===== src/logic/alarm_consts.svh =====
// How it works
// - Hysteresis code picks 0, 1.5, 3, 6 degrees
// - Above flag sets over high, clears at or below high-hyst
// - Below flag sets under low-hyst, clears at low
// - Critical alarm holds until at or below limit minus hysteresis
// - Shutdown freezes data and alarms, bus still answers
// - Locks block setting shutdown, clearing always allowed
// - Critical lock freezes critical limit until power-up
// - Window lock freezes high and low limits
// - Clear bit releases latched alarm, reads zero
// - Status bit mirrors alarm assertion, zero after reset
// - Enable defaults off, frozen under either lock
// - Critical-only bit masks window alarms, window-locked
// - Polarity bit selects asserted pin level
// - Mode bit: comparator or interrupt, interrupt default
// - Limits and temperature in two's complement quarters
// - Comparisons use only bits twelve down to two
// - Limit layout sign bit twelve, unused bits zero
// - Hysteresis in bits ten to nine, lock-frozen
`ifndef ALARM_CONSTS_SVH
`define ALARM_CONSTS_SVH

// ----------------------------------------
// Register pointers
// ----------------------------------------
`define ADDR_CFG   8'h01
`define ADDR_HI    8'h02
`define ADDR_LO    8'h03
`define ADDR_CRIT  8'h04
`define ADDR_TEMP  8'h05

// ----------------------------------------
// Control register fields and reset
// ----------------------------------------
`define CFG_RESET  16'h0001
`define HYST_MSB   10
`define HYST_LSB   9
`define BIT_SHUTDOWN 8
`define BIT_CLOCK  7
`define BIT_WLOCK  6
`define BIT_CLEAR  5
`define BIT_STS    4
`define BIT_EN     3
`define BIT_CONLY  2
`define BIT_POL    1
`define BIT_MODE   0

// ----------------------------------------
// Temperature fields, quarter-degree units
// ----------------------------------------
`define LIM_MSB    12
`define LIM_LSB    2
`define HYST_1P5   12'sh006
`define HYST_3P0   12'sh00c
`define HYST_6P0   12'sh018
`define MASK_RES0  13'h1ff8
`define MASK_RES1  13'h1ffc
`define MASK_RES2  13'h1ffe
`define MASK_RES3  13'h1fff

`endif


===== src/logic/alarm_pkg.sv =====
`default_nettype none
package alarm_pkg;

   // ----------------------------------------
   // Bus request and control types
   // ----------------------------------------
   typedef struct packed {
      logic        wr;     // Write strobe
      logic        rd;     // Read strobe
      logic [7:0]  ptr;    // Register pointer
      logic [15:0] wdata;  // Write data
   } reg_req_t;

   typedef struct packed {
      logic [1:0] hyst;      // Hysteresis select
      logic       shutdown_bit; // Shutdown
      logic       crit_lock; // Critical lock
      logic       win_lock;  // Window lock
      logic       en;        // Alarm enable
      logic       crit_only; // Critical only
      logic       pol;       // Alarm polarity
      logic       mode;      // 1 interrupt, 0 comparator
   } ctrl_t;

   typedef struct packed {
      logic above; // Above window
      logic below; // Below window
      logic crit;  // Above critical
   } flags_t;

   typedef struct packed {
      ctrl_t       ctrl;     // Control bits
      logic [10:0] hi;       // Upper window limit
      logic [10:0] lo;       // Lower window limit
      logic [10:0] crit_lim; // Critical limit
      logic [12:0] temp;     // Held temperature
      flags_t      flags;    // Limit conditions
      logic        latch;    // Interrupt latch
      logic        status;   // Alarm asserted
      logic        pin_oe;   // Pin drive low
      logic        rvalid;   // Read answer
      logic [15:0] rdata;    // Read data
   } state_t;

endpackage
`default_nettype wire


===== src/logic/thermal_limit_alarm_logic.sv =====
`timescale 1ns/10ps
`default_nettype none
`include "alarm_consts.svh"

module thermal_limit_alarm_logic
   import alarm_pkg::*;
(
   input  wire logic        clock,           // System clock
   input  wire logic        reset,           // Power-on reset
   input  wire reg_req_t    req,             // Decoded register access
   input  wire logic [12:0] sample,          // Converter result
   input  wire logic        sample_valid,    // New result pulse
   input  wire logic [1:0]  resolution_code, // Converter resolution
   output logic [15:0]      rdata,           // Read data
   output logic             rvalid,          // Read answer pulse
   output logic             alarm_o,         // Alarm pin output level
   output logic             alarm_oe,        // Alarm pin pulled low
   output logic             shutdown_active  // Converter stop
);

   // ----------------------------------------
   // State and working signals
   // ----------------------------------------
   state_t             s_q;       // Registered state
   state_t             s_d;       // Next state
   logic               lock_any;  // Either lock set
   logic               cfg_wr;    // Control write
   logic [15:0]        wd;        // Write data
   logic signed [11:0] hyst_amt;  // Hysteresis in quarters
   logic signed [11:0] t;         // Compared temperature
   logic signed [11:0] hi;        // Upper limit, extended
   logic signed [11:0] lo;        // Lower limit, extended
   logic signed [11:0] cr;        // Critical limit, extended
   logic               new_evt;   // Fresh interrupt condition
   logic               clr;       // Clear request
   logic               win_cond;  // Window alarm wanted
   logic [12:0]        res_mask;  // Read resolution mask

   // ----------------------------------------
   // Next-state logic
   // ----------------------------------------
   always_comb begin
      s_d      = s_q;
      s_d.rvalid = 1'b0;
      lock_any = s_q.ctrl.crit_lock | s_q.ctrl.win_lock;
      cfg_wr   = req.wr && (req.ptr == `ADDR_CFG);
      wd       = req.wdata;
      // Hysteresis decode, absolute amount below a limit
      unique case (s_q.ctrl.hyst)
         2'b00: hyst_amt = 12'sh000;
         2'b01: hyst_amt = `HYST_1P5;
         2'b10: hyst_amt = `HYST_3P0;
         2'b11: hyst_amt = `HYST_6P0;
      endcase
      // Only bits 12..2 compare, finer bits are read-only detail
      t  = $signed({sample[`LIM_MSB], sample[`LIM_MSB:`LIM_LSB]});
      hi = $signed({s_q.hi[10], s_q.hi});
      lo = $signed({s_q.lo[10], s_q.lo});
      cr = $signed({s_q.crit_lim[10], s_q.crit_lim});

      // Control writes
      if (cfg_wr) begin
         // Locks are sticky until power-on reset
         s_d.ctrl.crit_lock = s_q.ctrl.crit_lock | wd[`BIT_CLOCK];
         s_d.ctrl.win_lock  = s_q.ctrl.win_lock | wd[`BIT_WLOCK];
         if (!lock_any) begin
            s_d.ctrl.hyst = wd[`HYST_MSB:`HYST_LSB];
            s_d.ctrl.en   = wd[`BIT_EN];
         end
         if (!s_q.ctrl.win_lock) begin
            s_d.ctrl.crit_only = wd[`BIT_CONLY];
         end
         // Setting shutdown needs unlocked, clearing always wins
         if (!wd[`BIT_SHUTDOWN] || !lock_any) begin
            s_d.ctrl.shutdown_bit = wd[`BIT_SHUTDOWN];
         end
         s_d.ctrl.pol  = wd[`BIT_POL];
         s_d.ctrl.mode = wd[`BIT_MODE];
      end

      // Limit writes, unused bits dropped
      if (req.wr && (req.ptr == `ADDR_HI) && !s_q.ctrl.win_lock) begin
         s_d.hi = wd[`LIM_MSB:`LIM_LSB];
      end
      if (req.wr && (req.ptr == `ADDR_LO) && !s_q.ctrl.win_lock) begin
         s_d.lo = wd[`LIM_MSB:`LIM_LSB];
      end
      if (req.wr && (req.ptr == `ADDR_CRIT) && !s_q.ctrl.crit_lock) begin
         s_d.crit_lim = wd[`LIM_MSB:`LIM_LSB];
      end

      // Compare only while converting; shutdown freezes temperature and flags
      if (sample_valid && !s_q.ctrl.shutdown_bit) begin
         s_d.temp = sample;
         // Above window with hysteresis on the way down
         if (t > hi) begin
            s_d.flags.above = 1'b1;
         end else if (t <= hi - hyst_amt) begin
            s_d.flags.above = 1'b0;
         end
         // Below window with hysteresis on the way down
         if (t < lo - hyst_amt) begin
            s_d.flags.below = 1'b1;
         end else if (t >= lo) begin
            s_d.flags.below = 1'b0;
         end
         // Critical condition holds until at or below limit minus hysteresis
         if (t > cr) begin
            s_d.flags.crit = 1'b1;
         end else if (t <= cr - hyst_amt) begin
            s_d.flags.crit = 1'b0;
         end
      end

      // Interrupt latch; a new event beats a simultaneous clear
      new_evt = ((s_d.flags.above & ~s_q.flags.above) | (s_d.flags.below & ~s_q.flags.below))
                & ~s_q.ctrl.crit_only | (s_d.flags.crit & ~s_q.flags.crit);
      clr     = cfg_wr & wd[`BIT_CLEAR];
      if (!s_q.ctrl.mode) begin
         s_d.latch = 1'b0;
      end else if (new_evt) begin
         s_d.latch = 1'b1;
      end else if (clr) begin
         s_d.latch = 1'b0;
      end

      // Alarm decision; critical stays asserted in both modes
      win_cond   = ~s_q.ctrl.crit_only & (s_q.flags.above | s_q.flags.below);
      s_d.status = s_q.ctrl.en & (s_q.flags.crit | (s_q.ctrl.mode ? s_q.latch : win_cond));
      // Open drain: pull low for the active-low level or, while enabled, idle-low
      // Next-cycle controls, so pin and status never disagree after a polarity write
      s_d.pin_oe = s_d.status ? ~s_d.ctrl.pol : (s_d.ctrl.en & s_d.ctrl.pol);

      // Finer temperature bits appear only in data reads
      unique case (resolution_code)
         2'b00: res_mask = `MASK_RES0;
         2'b01: res_mask = `MASK_RES1;
         2'b10: res_mask = `MASK_RES2;
         2'b11: res_mask = `MASK_RES3;
      endcase

      // Register reads, unmapped pointers return zero
      if (req.rd) begin
         s_d.rvalid = 1'b1;
         case (req.ptr)
            `ADDR_CFG: begin
               // Clear always reads zero, status mirrors alarm assertion, not the pin level
               s_d.rdata = {5'h00, s_q.ctrl.hyst, s_q.ctrl.shutdown_bit, s_q.ctrl.crit_lock,
                            s_q.ctrl.win_lock, 1'b0, s_q.status, s_q.ctrl.en,
                            s_q.ctrl.crit_only, s_q.ctrl.pol, s_q.ctrl.mode};
            end
            `ADDR_HI: begin
               s_d.rdata = {3'h0, s_q.hi, 2'h0};
            end
            `ADDR_LO: begin
               s_d.rdata = {3'h0, s_q.lo, 2'h0};
            end
            `ADDR_CRIT: begin
               s_d.rdata = {3'h0, s_q.crit_lim, 2'h0};
            end
            `ADDR_TEMP: begin
               s_d.rdata = {s_q.flags.crit, s_q.flags.above, s_q.flags.below,
                            s_q.temp & res_mask};
            end
            default: begin
               s_d.rdata = 16'h0000;
            end
         endcase
      end
   end

   // ----------------------------------------
   // State register, synchronous power-on reset
   // ----------------------------------------
   always_ff @(posedge clock) begin
      if (reset) begin
         s_q                <= '0;
         s_q.ctrl.hyst      <= 2'h0;
         s_q.ctrl.mode      <= 1'b1;
         s_q.ctrl.en        <= 1'b0;
         s_q.ctrl.crit_lock <= 1'b0;
         s_q.ctrl.win_lock  <= 1'b0;
      end else begin
         s_q <= s_d;
      end
   end

   // ----------------------------------------
   // Outputs straight from flops, pin level tied low
   // ----------------------------------------
   // Open-drain pin never drives high; the level comes from the pull-up
   assign alarm_o         = 1'b0;
   assign alarm_oe        = s_q.pin_oe;
   assign rdata           = s_q.rdata;
   assign rvalid          = s_q.rvalid;
   assign shutdown_active = s_q.ctrl.shutdown_bit;
endmodule
`default_nettype wire

===== config.mk =====
export PLATFORM = sky130hd
export DESIGN_NAME = thermal_limit_alarm_logic
export DESIGN_NICKNAME = d
export VERILOG_FILES = /design/src/logic/alarm_pkg.sv /design/src/logic/thermal_limit_alarm_logic.sv
export VERILOG_INCLUDE_DIRS = /design/src /design/src/logic
export SDC_FILE = /design/constraint.sdc
export NUM_CORES = 1
export LEC_CHECK = 0
export ABC_CLOCK_PERIOD_IN_PS = 3900
export BUFFER_PORTS_ARGS = -buffer_cell sky130_fd_sc_hd__clkbuf_2
export CAP_MARGIN = 20
export CORE_MARGIN = 5
export CORE_UTILIZATION = 50
export CTS_CLUSTER_DIAMETER = 150
export DETAILED_ROUTE_END_ITERATION = 16
export PLACE_DENSITY_LB_ADDON = 0.15
export SKIP_CTS_REPAIR_TIMING = 1
export SLEW_MARGIN = 30
export SYNTH_ARGS = -nofsm -noshare
export SYNTH_HDL_FRONTEND = slang
export SYNTH_SLANG_ARGS = --single-unit

===== constraint.sdc =====
create_clock -name clock -period 3.9 [get_ports clock]
set_clock_uncertainty 0.05 [all_clocks]
set_input_delay 0.585 -clock clock [delete_from_list [all_inputs] [get_ports clock]]
set_output_delay 0.585 -clock clock [all_outputs]
set_load 0.01 [all_outputs]

==> results of run 1 <==
-- kinds of logic after synthesis --
logic type               count (synthesis)
AO/OA/AOI/OAI                          140
buffers and inverters                   88
AND/OR/NAND/NOR                        211
other                                    1
adder cells (fa/ha/maj)                 84
XOR/XNOR                                23
multiplexers                            43
flip-flops                              78
-- area by class of cell --
cell class | count | area (um^2) | area share, %
tap | 143 | 179 | 2.82
inverter | 47 | 176 | 2.78
timing repair buffer | 69 | 370 | 5.83
clock inverter | 5 | 35.0 | 0.552
sequential | 78 | 1560 | 24.6
clock buffer | 11 | 243 | 3.82
multi-input combinational | 502 | 3780 | 59.6
-- power by group --
part | internal [mW] | switching, mW | leakage [nW]
sequential | 0.814 | 0.0158 | 0.634
clock | 0.449 | 0.345 | 0.135
combinational | 0.0914 | 0.148 | 1.73
total | 1.35 | 0.509 | 2.50
-- worst max-delay path, delay by kind of cell, from the launching register on --
family	cells	cell delay, ns
compound gates	4	0.66
fa+ha+maj	3	0.81
buf+inv	1	0.06
flops	1	0.38
simple gates	6	1.60
-- layer usage --
layer  routed length (um)  global-route usage (%)  share of wire, %  vias to the layer above
met4                  476                    9.33               2.7                        0
met2                 8080                    41.6                46                      210
met5                    0                       0                 0                        -
met3                 1260                    4.52               7.2                       36
li1                     -                       -                 -                     2487
met1                 7710                    36.4                44                     2487
-- flip-flops by register name (all words and copies together) (netlist names) --
signal	flops
alarm_oe	1
cr	11
hi	11
lo	11
rdata	16
rvalid	1
s_q	26
shutdown_active	1
-- layout by cell type (no fill, tap or decap), types with 3 or more instances in the layout --
master / netlist / routed
ha_1: 81 / 81
dfxtp_1: 78 / 77
nand2_1: 62 / 62
clkbuf_2: 0 / 59
nor2_1: 54 / 54
inv_1: 47 / 47
a21oi_1: 43 / 43
mux2i_1: 42 / 42
xnor2_1: 20 / 20
o21ai_0: 19 / 16
nand3_1: 15 / 15
nor2b_1: 14 / 14
nand4_1: 12 / 12
a21o_1: 11 / 11
a311oi_1: 10 / 10
buf_4: 19 / 10
nor3_1: 11 / 9
clkbuf_16: 0 / 9
nand2b_1: 8 / 8
a32oi_1: 6 / 6
a31oi_1: 6 / 6
and3_1: 5 / 5
a222oi_1: 5 / 5
a22o_1: 5 / 5
nor4_1: 4 / 4
nand3b_1: 4 / 4
o31ai_1: 4 / 4
o211ai_1: 4 / 4
xor2_1: 3 / 3
o22ai_1: 3 / 3
a211oi_1: 3 / 3
a211o_1: 3 / 3
fa_1: 3 / 3
-- through the flow --
stage | total power [mW] | utilization (%)
5_1_grt | 1.94 | 56.1
6_report | 1.86 | 56.1
4_1_cts | 1.86 | 55.8
3_3_place_gp | 1.07 | 53.3
2_1_floorplan | 0.985 | -
3_5_place_dp | 1.08 | 53.3
-- path summary, 6_finish.rpt --
| check | start | to | slack, ns | cells past startpoint |
|---|---|---|---|---|
| max | s_q[76]$_SDFFE_PP0P_ | s_q[22]$_SDFF_PP0_ | 0.21 | 14 |
| min reg2reg | s_q[32]$_SDFFE_PP0P_ | s_q[32]$_SDFFE_PP0P_ | 0.41 | 2 |
| max reg2reg | s_q[76]$_SDFFE_PP0P_ | s_q[22]$_SDFF_PP0_ | 0.21 | 14 |
| min | s_q[32]$_SDFFE_PP0P_ | s_q[32]$_SDFFE_PP0P_ | 0.41 | 2 |
==> summary.md, run 1 <==
| Metric | Value |
|---|---|
| CTS tree | done |
| Synthesized area | between 5000 and 6000 um^2 |
| CP Launch Type | flip-flop |
| Yosys warning count | 0 |
| Total gr overflow | 0 |
| Run status | complete, no violations |
| First-pass GRT wire length | roughly 27 mm |
| Die height | 117 um |
| Post-synth ARST share | 0% |
| Clock sinks | 78 |
| Final ANT Viol Nets | 0 |
| Pwr/cell area | roughly 300 nW/um^2 |
| Arr. time, crit path | 3.85 ns |
| Synth top cells by count | ha_1, dfxtp_1, nand2_1, nor2_1, inv_1 |
| #FFs+latches synth | 78 |
| DP Area | between 6000 and 7000 um^2 |
| Final WS setup | between 0.2 and 0.25 ns |
| Setup CP Type | reg2reg |
| Leading area contributor after synthesis | dfxtp_1 |
| Sequential cell area fraction in the yosys report | between 20% and 30% |
| Simple-Gate Fraction of Synth Area | between 10% and 20% |
| Via count | roughly 5200 |
| Hpwl dp | 13.5 mm |
| Fmax | between 0.2 and 0.3 GHz |
| Final-stage net count | roughly 840 |
| Initial Util | 50.7% |
| Synth Area in Adders | roughly a fifth |
| WL final | 17.5 mm |
| Port bufs | 59 |
| Post-synth EDFFs | 0 |
| Synth top area share | between 20% and 30% |
| Ordered list of cells on the worst path | inv_1 > ha_1 > nor2_1 > ha_1 > nor2b_1 > o21ai_2 > or3b_2 > nor3_4 > a21oi_1 > ha_1 > nand4_1 > or3b_2 > o31ai_1 > a221oi_2 |
| Final GP Congestion | slightly below 0.9 |
| Core area | around 11000 um^2 |
| Post-synthesis compound-gate area fraction | between 10% and 20% |
| Area Growth Syn to Fin | 10.6% |
| Setup TNS | 0 ns |
| Min-Delay Path Class | reg2reg |
| Synth area leaders | dfxtp_1, ha_1, mux2i_1 |
| Post-route clock period utilization | a little over nine tenths |
| Die ar. | about 14000 um^2 |
| Final min period | about 3.7 ns |
| Crit path required time | between 4 and 5 ns |
| Reg clk slew, reported paths | 0.06 ns |
| XOR/XNOR share of the synthesized area | under 10% |
| Gate Count Post-Synth | between 600 and 700 |
| Root Driver | clkbuf_16 |
| Crit-path max cell delay | between 0.5 and 0.6 ns |
| Max Cap Viol | 0 |
| Pin count of the biggest net entering global routing | 41 |
| Vias in the first global route | 4944 |
| Peak supply drop | around 0.24 mV |
| Inst Count DP | around 840 |
| RSZ-0062 raised after global routing | false |
| WHS | just over 0.4 ns |
| Later-pin clock latency in the skew report | ~0.34 ns |
| Worst-margin pin slew | roughly 0.80 ns |
| Final instance area | ~6300 um^2 |
| IO Count | 64 |
| Avg Synthesized Cell Area | between 8 and 9 um^2 |
| Post-Syn Nets | around 800 |
| Total GRT Usage | about a quarter |
| Worst path slowest cell | or3b_2 |
| Pleak | about 2.5 nW |
| Pre-CTS setup slack | -0.0498 ns |
| TritonCTS Buffers | 9 |
| DRT Pass-1 Iters | 5 |
| Layout fillers | between 1000 and 1500 |
| Post-synth cell types | 64 |
| CTS H-tree lvls | 3 |
| Vias per std cell | roughly 6 |
| DRT iter0 DRCs | 483 |
| Hold Vio Cnt, Final | 0 |
| Crit-path max FO | 5 |
| Layout cells sized above 1 | 14.3% |
| Clock Tree Buf Depth | 2 |
| DRC violations left | 0 |
| Setup-failing EPs final | 0 |
| Die X-Extent | 117 um |
| Slew Limit Headroom | between 40 and 50% |
| Largest family of logic cells by synthesized area | simple AND/OR/NAND/NOR gates |
| Site Rows | 39 |
| Final slew viol count | 0 |
| Initial antenna violation count | 0 |
| Ant diodes | 0 |
| Mux share of post-synthesis cell area | 7.52% |
| Top-count cell post-synth | ha_1 |
| Top FF cell, synth | dfxtp_1 |
| Final Non-Filler Cells | roughly 860 |
| Critical Path Sink Type | flip-flop |
| Avg WL per Cell | 20.5 um |
| CP most frequent cell | ha_1 |
Note: power is estimated with default switching activity, not from simulation.
==> run 2: changes to the inputs <==
Settings changed: BUFFER_PORTS_ARGS -buffer_cell sky130_fd_sc_hd__clkbuf_2 to -buffer_cell sky130_fd_sc_hd__buf_2.
==> run 2 against run 1 <==
Wire length is 0.59% lower. Sequential share of layout area about the same. Sequential power about the same. Largest cell class unchanged.
==> summary.md, run 2 (synthesis results as in run 1) <==
| Metric | Value |
|---|---|
| Hold path endpoint | s_q[33]$_SDFFE_PP0P_ |
| Avg WL per Cell | a little over 20 um |
| Crit path required time | 4.09 ns |
| Setup CP Type | reg2reg |
| CP Launch Type | flip-flop |
| Initial antenna violation count | 0 |
| CTS H-tree lvls | 3 |
| Layout cells sized above 1 | roughly 14% |
| Worst path slowest cell | or3b_2 |
| Port bufs | roughly 60 |
| DRC violations left | 0 |
| Final instance area | about 6300 um^2 |
| Max Cap Viol | 0 |
| Clock sinks | 78 |
| Initial Util | 50.7% |
| Site Rows | 39 |
| Most frequent cells in the layout | ha_1, dfxtp_1, nand2_1 |
| Final Non-Filler Cells | roughly 850 |
| Total gr overflow | 0 |
| WL final | between 15 and 20 mm |
| Critical path's top delay family | simple AND/OR/NAND/NOR gates |
| Inst Count DP | ~840 |
| Setup-failing EPs final | 0 |
| Root Driver | clkbuf_16 |
| Post-route clock period utilization | around 93% |
| Vias per std cell | just over 6 |
| Reg-to-reg setup timing slack | around 0.26 ns |
| R2R cell count | 15 |
| Fmax | approximately 0.27 GHz |
| Crit-path max cell delay | ~0.49 ns |
| Pleak | 2.50 nW |
| Min-Delay Path Class | reg2reg |
| Die height | roughly 120 um |
| Biggest register | s_q |
| WP buf/inv | 1 |
| Via count | between 5000 and 6000 |
| Final min period | 3.64 ns |
| RSZ-0062 raised after global routing | false |
| Die X-Extent | about 120 um |
| Pre-CTS setup slack | -0.0626 ns |
| Run status | complete, no violations |
| DRT iter0 DRCs | 455 |
| Arr. time, crit path | between 3 and 4 ns |
| Max FFs per register | 26 |
| Worst-margin pin slew | around 0.8 ns |
| CP most frequent cell | ha_1 |
| Final slew viol count | 0 |
| Die ar. | 13700 um^2 |
| Vias in the first global route | just under 5000 |
| Reg-to-reg startpoint | s_q[76]$_SDFFE_PP0P_ |
| Critical Path Sink Type | flip-flop |
| Area Growth Syn to Fin | 10.6% |
| Hpwl dp | approximately 14 mm |
| Most common cell after layout, fill and taps aside | ha_1 |
| Final GP Congestion | roughly 0.91 |
| CTS tree | done |
| Pin count of the biggest net entering global routing | between 40 and 50 |
| TritonCTS Buffers | 9 |
| IO Count | 64 |
| Peak supply drop | roughly 0.28 mV |
| Core area | ~11000 um^2 |
| Later-pin clock latency in the skew report | between 0.3 and 0.4 ns |
| Total GRT Usage | between 20% and 30% |
| Final-stage net count | around 830 |
| Slew Limit Headroom | between 40% and 50% |
| Reg2reg end | s_q[22]$_SDFF_PP0_ |
| Ant diodes | 0 |
| Min-Delay Path Depth | 2 |
| DP Area | about 6000 um^2 |
| Hold Vio Cnt, Final | 0 |
| Hold Startpoint | s_q[33]$_SDFFE_PP0P_ |
| Clock Tree Buf Depth | 2 |
| Reg clk slew, reported paths | around 0.06 ns |
| Crit-path max FO | 5 |
| Final ANT Viol Nets | 0 |
| Final core occ | approximately 56% |
| Ordered list of cells on the worst path | inv_1 > ha_1 > nor2_2 > ha_1 > nor2b_1 > o21ai_1 > or3b_4 > nor3_4 > a21oi_1 > ha_1 > nand4_1 > or3b_2 > o21ai_0 > o22ai_1 > a221oi_1 |
| First-pass GRT wire length | 26.7 mm |
| DRT Pass-1 Iters | 5 |
| Pwr/cell area | a little under 300 nW/um^2 |
| Final WS setup | around 0.26 ns |
[run 2: worst reg2reg max path: cells and delay by family (launching register included)]
| kind | cells | cell delay [ns] |
|---|---|---|
| DFF | 1 | 0.37 |
| and+or+nand+nor | 6 | 1.48 |
| AOI/OAI and AO/OA | 5 | 0.80 |
| adders and majority gates | 3 | 0.80 |
| buffers and inverters | 1 | 0.05 |
[run 2: metrics by stage]
stage | power [mW] | setup TNS (ns) | hold WS, ns
2_1_floorplan | 0.985 | 0 | 0.386
3_3_place_gp | 1.07 | 0 | 0.395
3_5_place_dp | 1.08 | -0.0626 | 0.400
4_1_cts | 1.88 | -0.0702 | 0.412
5_1_grt | 1.94 | 0 | 0.434
6_report | 1.87 | 0 | 0.413
[run 2: power by group]
part	switching (mW)	total [mW]	internal, mW
clock network	0.321	0.802	0.481
logic	0.147	0.238	0.0906
registers	0.0161	0.831	0.814
total	0.484	1.87	1.39
[run 2: layer usage]
layer  up-vias  part of all wire [%]  wire length [um]  track usage (%)
met3        40                   6.3              1100             4.37
li1       2473                     -                 -                -
met1      2457                    45              7850             34.7
met5         -                     0                 0                0
met2       188                    46              7960             41.5
met4         0                   2.9               507             10.1
[run 2: area by class of cell]
type,count,area (um^2)
fill,1055,4970
multi-input combinational,502,3780
sequential,78,1560
timing repair buffer,68,363
clock buffer,13,270
tap,143,179
inverter,47,176
clock inverter,3,17.5
[run 2: how the worst max path moves through the flow]
stage,cells past startpoint,start,end
final,15,s_q[76]$_SDFFE_PP0P_,s_q[22]$_SDFF_PP0_
after global routing,15,s_q[76]$_SDFFE_PP0P_,s_q[22]$_SDFF_PP0_
after CTS,15,s_q[76]$_SDFFE_PP0P_,s_q[22]$_SDFF_PP0_
after detailed placement,15,s_q[76]$_SDFFE_PP0P_,s_q[22]$_SDFF_PP0_
after global placement,15,s_q[76]$_SDFFE_PP0P_,s_q[22]$_SDFF_PP0_
after floorplan,15,s_q[76]$_SDFFE_PP0P_,s_q[22]$_SDFF_PP0_
